`config.mk`:
```
export PLATFORM = sky130hd
export DESIGN_NAME = paod_decoder
export DESIGN_NICKNAME = d
export VERILOG_FILES = /design/src/paod_pkg.sv /design/src/paod_mul_source.sv /design/src/paod_decoder.sv
export SDC_FILE = /design/constraint.sdc
export NUM_CORES = 1
export LEC_CHECK = 0
export BUFFER_PORTS_ARGS = -buffer_cell sky130_fd_sc_hd__buf_2
export CAP_MARGIN = 0
export CORE_AREA = 2 2 66 68
export DETAILED_ROUTE_END_ITERATION = 10
export DIE_AREA = 0 0 68 70
export PLACE_DENSITY = 0.69
export SYNTH_ARGS = -nofsm -noshare
export SYNTH_HDL_FRONTEND = slang
export SYNTH_SLANG_ARGS = --single-unit
```
`constraint.sdc`:
```
create_clock -name vclk -period 2.2
set_input_delay 0.33 -clock vclk [all_inputs]
set_output_delay 0.33 -clock vclk [all_outputs]
set_load 0.01 [all_outputs]
```
`src/paod_pkg.sv`:
```
package paod_pkg;

  // Instruction word layout.
  localparam int INSTR_W = 24;
  localparam int OPC_MSB = 7;
  localparam int MOVE_MSB = 23;
  localparam int MOVE_LSB = 8;
  localparam int MOVE_W = 16;
  localparam int EXT_W = 24;
  localparam int CLASS_BIT = 7;
  localparam int DEST_BIT = 3;
  localparam int K2_BIT = 2;
  localparam int K1_BIT = 1;
  localparam int K0_BIT = 0;

  // Special opcode values.
  localparam logic [7:0] OPC_PURE_MOVE = 8'h00;
  localparam logic [7:0] OPC_RESERVED_MOVE = 8'h08;

  // Reset value for the operation output; the decoder registers nothing and no module reads it.
  localparam logic [3:0] RST_OPERATION = 4'h0;

  // Multiplier / ALU source operand codes.
  typedef enum logic [3:0] {
    PAOD_SRC_NONE = 4'h0,
    PAOD_SRC_X_LOW = 4'h1,
    PAOD_SRC_X_HIGH = 4'h2,
    PAOD_SRC_Y_LOW = 4'h3,
    PAOD_SRC_Y_HIGH = 4'h4,
    PAOD_SRC_X_PAIR = 4'h5,
    PAOD_SRC_Y_PAIR = 4'h6,
    PAOD_SRC_ACC_A = 4'h7,
    PAOD_SRC_ACC_B = 4'h8
  } paod_src_e;

  // ALU operation codes.
  typedef enum logic [4:0] {
    PAOD_OP_NONE = 5'h00,
    PAOD_OP_MOVE = 5'h01,
    PAOD_OP_MULTIPLY = 5'h02,
    PAOD_OP_TRANSFER = 5'h03,
    PAOD_OP_ADD_SHR = 5'h04,
    PAOD_OP_TEST = 5'h05,
    PAOD_OP_CMP = 5'h06,
    PAOD_OP_SUB_SHR = 5'h07,
    PAOD_OP_CMP_MAG = 5'h08,
    PAOD_OP_ADD = 5'h09,
    PAOD_OP_ROUND = 5'h0a,
    PAOD_OP_ADD_SHL = 5'h0b,
    PAOD_OP_ZERO = 5'h0c,
    PAOD_OP_SUB = 5'h0d,
    PAOD_OP_SUB_SHL = 5'h0e,
    PAOD_OP_NOT = 5'h0f,
    PAOD_OP_OR = 5'h10,
    PAOD_OP_XOR = 5'h11,
    PAOD_OP_AND = 5'h12,
    PAOD_OP_ADC = 5'h13,
    PAOD_OP_SBC = 5'h14,
    PAOD_OP_ASR = 5'h15,
    PAOD_OP_LSR = 5'h16,
    PAOD_OP_MAG = 5'h17,
    PAOD_OP_ROR = 5'h18,
    PAOD_OP_ASL = 5'h19,
    PAOD_OP_LSL = 5'h1a,
    PAOD_OP_NEG = 5'h1b,
    PAOD_OP_ROL = 5'h1c
  } paod_op_e;

endpackage

```
`src/paod_mul_source.sv`:
```
`timescale 1ns/1ps
// Maps the three-bit multiplier source field onto the operand pair.
module paod_mul_source
  import paod_pkg::*;
(
  input wire logic [2:0] sourceField,
  output paod_src_e firstSource,
  output paod_src_e secondSource
);

  always_comb begin
    case (sourceField)
      3'h0: begin
        firstSource = PAOD_SRC_X_LOW;
        secondSource = PAOD_SRC_X_LOW;
      end
      3'h1: begin
        firstSource = PAOD_SRC_Y_LOW;
        secondSource = PAOD_SRC_Y_LOW;
      end
      3'h2: begin
        firstSource = PAOD_SRC_X_HIGH;
        secondSource = PAOD_SRC_X_LOW;
      end
      3'h3: begin
        firstSource = PAOD_SRC_Y_HIGH;
        secondSource = PAOD_SRC_Y_LOW;
      end
      3'h4: begin
        firstSource = PAOD_SRC_X_LOW;
        secondSource = PAOD_SRC_Y_HIGH;
      end
      3'h5: begin
        firstSource = PAOD_SRC_Y_LOW;
        secondSource = PAOD_SRC_X_LOW;
      end
      3'h6: begin
        firstSource = PAOD_SRC_X_HIGH;
        secondSource = PAOD_SRC_Y_LOW;
      end
      default: begin
        firstSource = PAOD_SRC_Y_HIGH;
        secondSource = PAOD_SRC_X_HIGH;
      end
    endcase
  end

endmodule

```
`src/paod_decoder.sv`:
```
`timescale 1ns/1ps
module paod_decoder
  import paod_pkg::*;
(
  input wire logic clk,
  input wire logic resetn,
  input wire logic [INSTR_W-1:0] instrWord,
  input wire logic [EXT_W-1:0] extensionWord,
  output logic [MOVE_W-1:0] moveField,
  output logic [EXT_W-1:0] moveExtension,
  output logic isMultiply,
  output paod_src_e firstSource,
  output paod_src_e secondSource,
  output logic destAccB,
  output logic negateProduct,
  output logic accumulate,
  output logic roundResult,
  output paod_op_e operation,
  output logic moveOnly,
  output logic reservedCode
);

  // The clock and reset only exist for the enclosing stage; nothing here is registered.
  // Folding them into one unread net keeps the ports without leaving an input floating.
  logic unusedClockPins;
  assign unusedClockPins = clk ^ resetn;

  // Opcode fields shared by both classes; the group field doubles as the multiplier source.
  logic [7:0] opcode;
  logic [2:0] groupField;
  logic [2:0] selectField;
  logic destBit;
  paod_src_e mulFirst;
  paod_src_e mulSecond;
  paod_src_e otherAcc;

  assign opcode = instrWord[OPC_MSB:0];
  assign groupField = opcode[6:4];
  assign selectField = opcode[2:0];
  assign destBit = opcode[DEST_BIT];

  // The move field is not decoded here; the move logic owns its meaning.
  // move field passthrough
  assign moveField = instrWord[MOVE_MSB:MOVE_LSB];
  assign moveExtension = extensionWord;

  paod_mul_source mulSourceUnit (
    .sourceField(groupField),
    .firstSource(mulFirst),
    .secondSource(mulSecond)
  );

  // Accumulator code for a destination bit; both classes share the one encoding.
  function automatic paod_src_e acc_of(input logic pickB);
    if (pickB) begin
      acc_of = PAOD_SRC_ACC_B;
    end else begin
      acc_of = PAOD_SRC_ACC_A;
    end
  endfunction

  assign otherAcc = acc_of(!destBit);

  // Zero-padded input register picked by groups 100..111.
  function automatic paod_src_e padded_source(input logic [1:0] sel);
    case (sel)
      2'h0: padded_source = PAOD_SRC_X_LOW;
      2'h1: padded_source = PAOD_SRC_Y_LOW;
      2'h2: padded_source = PAOD_SRC_X_HIGH;
      default: padded_source = PAOD_SRC_Y_HIGH;
    endcase
  endfunction

  // Every output gets a default first, so no path can infer a latch.
  // combinational decode
  always_comb begin
    isMultiply = 1'b0;
    firstSource = PAOD_SRC_NONE;
    secondSource = PAOD_SRC_NONE;
    destAccB = destBit;
    negateProduct = 1'b0;
    accumulate = 1'b0;
    roundResult = 1'b0;
    operation = PAOD_OP_NONE;
    moveOnly = 1'b0;
    reservedCode = 1'b0;
    // The multiply class ignores the group decode; its field feeds the pair table.
    // multiply class
    if (opcode[CLASS_BIT]) begin
      isMultiply = 1'b1;
      firstSource = mulFirst;
      secondSource = mulSecond;
      destAccB = destBit;
      negateProduct = opcode[K2_BIT];
      accumulate = opcode[K1_BIT];
      roundResult = opcode[K0_BIT];
      operation = PAOD_OP_MULTIPLY;
    end else begin
      // Everything else splits on the group field first, then on the select field.
      // non-multiply class
      case (groupField)
        3'h0: begin
          secondSource = otherAcc;
          case (selectField)
            3'h0: begin
              // Select 000 of group 000 is only a move when every other bit is clear too.
              // pure move and reserved
              if (opcode == OPC_PURE_MOVE) begin
                operation = PAOD_OP_MOVE;
                moveOnly = 1'b1;
                secondSource = PAOD_SRC_NONE;
              end else begin
                reservedCode = opcode == OPC_RESERVED_MOVE;
                secondSource = PAOD_SRC_NONE;
              end
            end
            3'h1: operation = PAOD_OP_TRANSFER;
            3'h2: operation = PAOD_OP_ADD_SHR;
            3'h3: begin
              operation = PAOD_OP_TEST;
              secondSource = PAOD_SRC_NONE;
            end
            3'h5: operation = PAOD_OP_CMP;
            3'h6: operation = PAOD_OP_SUB_SHR;
            3'h7: operation = PAOD_OP_CMP_MAG;
            default: begin
              // A reserved code must not reach the ALU, so it leaves every source empty.
              // reserved flagged
              reservedCode = 1'b1;
              secondSource = PAOD_SRC_NONE;
            end
          endcase
        end
        3'h1: begin
          secondSource = otherAcc;
          case (selectField)
            3'h0: operation = PAOD_OP_ADD;
            3'h1: operation = PAOD_OP_ROUND;
            3'h2: operation = PAOD_OP_ADD_SHL;
            3'h3: operation = PAOD_OP_ZERO;
            3'h4: operation = PAOD_OP_SUB;
            3'h6: operation = PAOD_OP_SUB_SHL;
            3'h7: operation = PAOD_OP_NOT;
            default: reservedCode = 1'b1;
          endcase
          // Round, clear and not work on the destination alone; the reserved slot has none.
          if (selectField == 3'h1 || selectField == 3'h3 || selectField == 3'h7 ||
              selectField == 3'h5) begin
            secondSource = PAOD_SRC_NONE;
          end
        end
        3'h2, 3'h3: begin
          // Bit 1 of the select qualifies the source: clear picks a register pair,
          // set picks the destination accumulator itself.
          if (!opcode[K1_BIT]) begin
            // Only 000, 001, 100 and 101 land here, so the default is the carry subtract.
            // register pair source
            secondSource = groupField[0] ? PAOD_SRC_Y_PAIR : PAOD_SRC_X_PAIR;
            case (selectField)
              3'h0: operation = PAOD_OP_ADD;
              3'h1: operation = PAOD_OP_ADC;
              3'h4: operation = PAOD_OP_SUB;
              default: operation = PAOD_OP_SBC;
            endcase
          end else begin
            // Only bits 2 and 0 of the select matter here; the group bit picks the direction.
            // accumulator shifts
            firstSource = acc_of(destBit);
            case ({groupField[0], selectField[2], selectField[0]})
              3'h0: operation = PAOD_OP_ASR;
              3'h1: operation = PAOD_OP_LSR;
              3'h2: operation = PAOD_OP_MAG;
              3'h3: operation = PAOD_OP_ROR;
              3'h4: operation = PAOD_OP_ASL;
              3'h5: operation = PAOD_OP_LSL;
              3'h6: operation = PAOD_OP_NEG;
              default: operation = PAOD_OP_ROL;
            endcase
          end
        end
        default: begin
          secondSource = padded_source(groupField[1:0]);
          case (selectField)
            3'h0: operation = PAOD_OP_ADD;
            3'h1: operation = PAOD_OP_TRANSFER;
            3'h2: operation = PAOD_OP_OR;
            3'h3: operation = PAOD_OP_XOR;
            3'h4: operation = PAOD_OP_SUB;
            3'h5: operation = PAOD_OP_CMP;
            3'h6: operation = PAOD_OP_AND;
            default: operation = PAOD_OP_CMP_MAG;
          endcase
        end
      endcase
    end
  end

endmodule

```
Word-level counts from Yosys, hierarchy flattened
Cells that the tools add are included.
W data, S select, Z words.
{"block": "classes", "eq_ne": 22, "n_shift": 0, "div_mod_pow": 0, "bitwise_logic": 0, "muxes": 36, "mul": 0, "reduce_logical": 17, "add_sub_neg": 0, "order_cmp": 0}
{"cell": "$pmux W4 S7", "count": 3}
{"cell": "$pmux W5 S7", "count": 1}
{"cell": "$mux W4", "count": 8}
{"cell": "$eq A3 B3 Y1 const B", "count": 10}
{"cell": "$pmux W5 S3", "count": 2}
{"cell": "$pmux W3 S3", "count": 3}
{"cell": "$eq A3 B2 Y1 const B", "count": 6}
{"cell": "$mux W1", "count": 12}
{"cell": "$pmux W4 S3", "count": 1}
{"cell": "$mux W5", "count": 2}
{"cell": "$eq A3 B1 Y1 const B", "count": 3}
{"cell": "$logic_not A3 Y1", "count": 3}
{"cell": "$eq A8 B4 Y1 const B", "count": 1}
{"cell": "$logic_not A8 Y1", "count": 1}
{"cell": "$reduce_or A2 Y1", "count": 4}
{"cell": "$reduce_or A7 Y1", "count": 1}
{"cell": "$reduce_or A3 Y1", "count": 2}
{"cell": "$reduce_or A6 Y1", "count": 1}
{"cell": "$reduce_or A5 Y1", "count": 1}
{"cell": "$pmux W1 S2", "count": 2}
{"cell": "$logic_or A1 B1 Y1", "count": 3}
{"cell": "$mux W3", "count": 1}
{"cell": "$eq A2 B1 Y1 const B", "count": 1}
{"cell": "$eq A2 B2 Y1 const B", "count": 1}
{"cell": "2 further kinds", "count": 2}
{"block": "totals", "ram_bits": 0, "regBits": 0, "output_inout_bits": 60, "wordCells": 75, "in_bits": 50, "romBits": 0, "latchBits": 0, "mem_count": 0}

Logic depth before layout (Yosys ltp)
{"block": "depth", "depth_word": 7, "depth_mapped": 6, "depth_no_buf": 6}

Cells and area by module
A second synthesis with hierarchy kept.
{"block": "hier_totals", "hier_cells": 161, "hier_area_um2": 1067.3}
{"module": "paod_decoder", "area_each_um2": 1002.2, "seq_area_each_um2": 0.0, "n_inst": 1, "cells_each": 151}
{"module": "paod_mul_source", "area_each_um2": 65.1, "seq_area_each_um2": 0.0, "n_inst": 1, "cells_each": 10}

Worst setup path after synthesis
OpenSTA, ideal clock, no wires.
{"block": "synth_timing", "path_kind": "input port to output port", "from": "input instrWord[4]", "to": "output operation[0]", "arrival_time_ps": 1720, "required_time_ps": 1870, "path_stages": 6, "path_slack_ps": 150, "path_buffers": 0, "cell_sequence": "inv_1 > ha_1 > or4_4 > o311ai_2 > a21oi_2 > a311oi_2"}
{"block": "synth_between", "elab_chain_len": 5, "elab_cells_between_ends": 19, "cone_classes": "eq/ne (9); mux (6); reduce/logical (4)"}
{"item": "from (decl)", "line_no": "paod_decoder.sv:7", "rtl": "input wire logic [INSTR_W-1:0] instrWord,"}
{"item": "$logic_not A8 Y1, or another cell as far along", "line_no": "paod_decoder.sv:108", "rtl": "if (opcode == OPC_PURE_MOVE) begin"}
{"item": "$mux W1 / $pmux W4 S7 (equally long branches)", "line_no": "paod_decoder.sv:108, paod_decoder.sv:169"}
{"item": "$pmux W4 S7 / $mux W5 (equally long branches)", "line_no": "paod_decoder.sv:104, paod_decoder.sv:155"}
{"item": "$pmux W5 S3 (*)", "line_no": "paod_decoder.sv:101", "rtl": "case (groupField)"}
{"item": "$mux W5 (*)", "line_no": "paod_decoder.sv:89", "rtl": "if (opcode[CLASS_BIT]) begin"}
{"item": "to (decl)", "line_no": "paod_decoder.sv:18", "rtl": "output paod_op_e operation,"}
Every way passes the cells marked *; elsewhere a longest branch is shown, timed or not.

Worst setup path in the final report
Same ends and word-level chain as after synthesis.

==> flow_summary.yaml <==
logic_synthesis:
  synth_top_area_frac: 0.319
  yosysWarnings: 0
  synth_fp_nets: 207
  synth_area_leaders: "buf_4 32%, nand2_1 6.5%, ha_1 6.3%, o21ai_0 5.1%, nor2_1 4.6%"
  yosys.area.top_type: "buf_4"
  seq_area_frac_synth: 0
  syn-cell-area_um2: 988
  synthCells: 152
  syn-mean-instance-area_um2: 6.50
  synth.distinct_cells: 39
hold_path:
  holdPathStages: 0
  hold_class: "in -> out"
  whs_endpoint: "moveExtension[0]"
  hp-start: "extensionWord[0]"
sta:
  finalSetupViolations: 0
  fmax_mhz: 462
  worst_slew_pin_slew_ns: 0.376
  slew_headroom: 0.749
  rsz0062_at_grt: "true"
  hold_viol: 0
  fin_crit_ns: 2.16
  fin_crit_sh: 0.984
  report.final.slew_viol_count: 0
die:
  die_area_mm2: 0.00476
  core_region_area_mm2: 0.00414
  rows: 24
  die_y_um: 70
  start_util: 0.239
  die_w_um: 68
  ioPinCount: 110
worst_setup_path:
  crit_fanout: 5
  path_class: "in -> out"
  cpPeakStageDelay_ns: 0.63
  cp_top_family: "simple AND/OR/NAND/NOR gates"
  crit_required_ns: 1.87
  cp.arrival_ns: 1.83
  cp-start-kind: "input port"
  crit_chain: "buf_12 -> inv_8 -> ha_4 -> or4_4 -> o311ai_4 -> a21oi_2 -> a311oi_2 -> buf_2"
  cp_slowest_cell: "or4_4"
  worst-path-buf-inv: 3
  worst_setup_path_end_kind: "output pin"
drt:
  vias: 972
  drc: 0
  detail_route.wl_per_cell_um: 12.5
  dr.first_iter.drc_count: 41
  firstDrtPassIters: 4
  ant_nets: 0
  drt-total-wl_um: 2510
  via_per_inst: 4.84
grt:
  grt_pass1_vias: 912
  antenna_found_initial: 0
  grt_pass1_wl_um: 4020
  grt_max_degree: 23
  grt_util_all_layers: 0.0999
  overflow: 0
finish:
  n_clock_buffer: 0
  regArea_um2: 0
  final_core_util: 0.261
  syn2layout_area_growth_pct: 9.24
  stdcell_count: 201
  layout-drive-gt1-share: 0.416
  n_antenna_cell: 0
  n_sequential_cell: 0
  nets: 206
clock_tree:
  hold_buffers: 0
  cts_setup_buffers: 0
status:
  status: "finished clean"
power_and_ir_drop:
  power_density_mw_per_mm2: 203
  p_leak_uw: 0.000493
  vdd_drop_max_mv: 0.0618
placement:
  gp_congestion: 0.788
  io_buffers: 28
  hpwl_um: 1880
  dp_cells: 200
flow_run:
  cap_violations: 0
==> routing by layer <==
metal | track usage | wire length [um] | up-vias
met4 | 0.0111 | 9 | 0
li1 | - | - | 483
met5 | 0 | 0 | -
met1 | 0.125 | 997 | 440
met3 | 0.0306 | 258 | 4
met2 | 0.170 | 1250 | 45
==> synthesized netlist by cell type, types with 2 or more instances <==
master,n
o311ai_2,2
nand2_1,17
ha_1,5
a21bo_2,2
nand2b_1,2
and2_1,3
clkbuf_1,3
nor4_1,3
buf_2,3
buf_4,42
nor3_1,2
a22oi_1,2
nor2_1,12
o22ai_1,4
a31oi_1,2
a21oi_1,8
nor2b_1,3
inv_1,6
o21ai_0,10
nand3_1,2
==> area by class of cell <==
type,count,area [um^2]
fill,481,3060
inverter,6,32.5
multi-input combinational,98,684
tap,52,65.1
timing repair buffer,45,298
==> where the power goes <==
| group | internal, uW | switching, uW |
|---|---|---|
| registers | 0 | 0 |
| clock network | 0 | 0 |
| logic | 98.9 | 121 |
==> cells in the final DEF (no fill, tap or decap), types with 2 or more instances in the layout <==
cell type,synthesis,final
buf_2,3,26
nand2_1,17,17
buf_4,42,17
nor2_1,12,12
o21ai_0,10,9
a21oi_1,8,8
inv_1,6,4
o22ai_1,4,4
nor2b_1,3,3
nor4_1,3,3
and2_1,3,3
nor3_1,2,2
a31oi_1,2,2
a22oi_1,2,2
nand2b_1,2,2
nand3_1,2,2
a21bo_2,2,2
ha_4,0,2
ha_1,5,2
buf_12,0,2
==> kinds of logic after synthesis <==
kind of cell,count (synthesis),share of synthesized area
fa+ha+maj,5,0.0633
simple gates,50,0.253
buf+inv,55,0.372
compound gates,42,0.311
==> per-stage QoR <==
step | total power (uW) | hold slack, ns | setup slack (ns) | cell area (um^2) | setup TNS, ns
4_1_cts | 196 | 0.660 | 0.00107 | 976 | 0
2_1_floorplan | 197 | 0.713 | 0.150 | 988 | 0
5_1_grt | 245 | 0.660 | -0.0119 | 1080 | -0.0119
3_5_place_dp | 195 | 0.660 | -0.0832 | 976 | -0.264
3_3_place_gp | 194 | 0.660 | -0.0938 | 976 | -0.253
6_report | 220 | 0.660 | 0.0357 | 1080 | 0
==> repair_timing <==
action,in CTS,in global routing
endpoints found under the setup margin,6,12
pin swaps,4,4
endpoints found under the hold margin,0,0
gates resized for setup,1,22
cloned,0,1
==> worst max-delay path by stage <==
stage	start	to	cells after the start
floorplan	instrWord[4]	operation[0]	6
finish	instrWord[4]	operation[0]	8
detailed placement	instrWord[4]	operation[0]	8
global placement	instrWord[4]	operation[0]	8
CTS	instrWord[4]	operation[0]	8
global route	instrWord[4]	operation[0]	8
No activity file was read; power rests on OpenSTA's default activity.
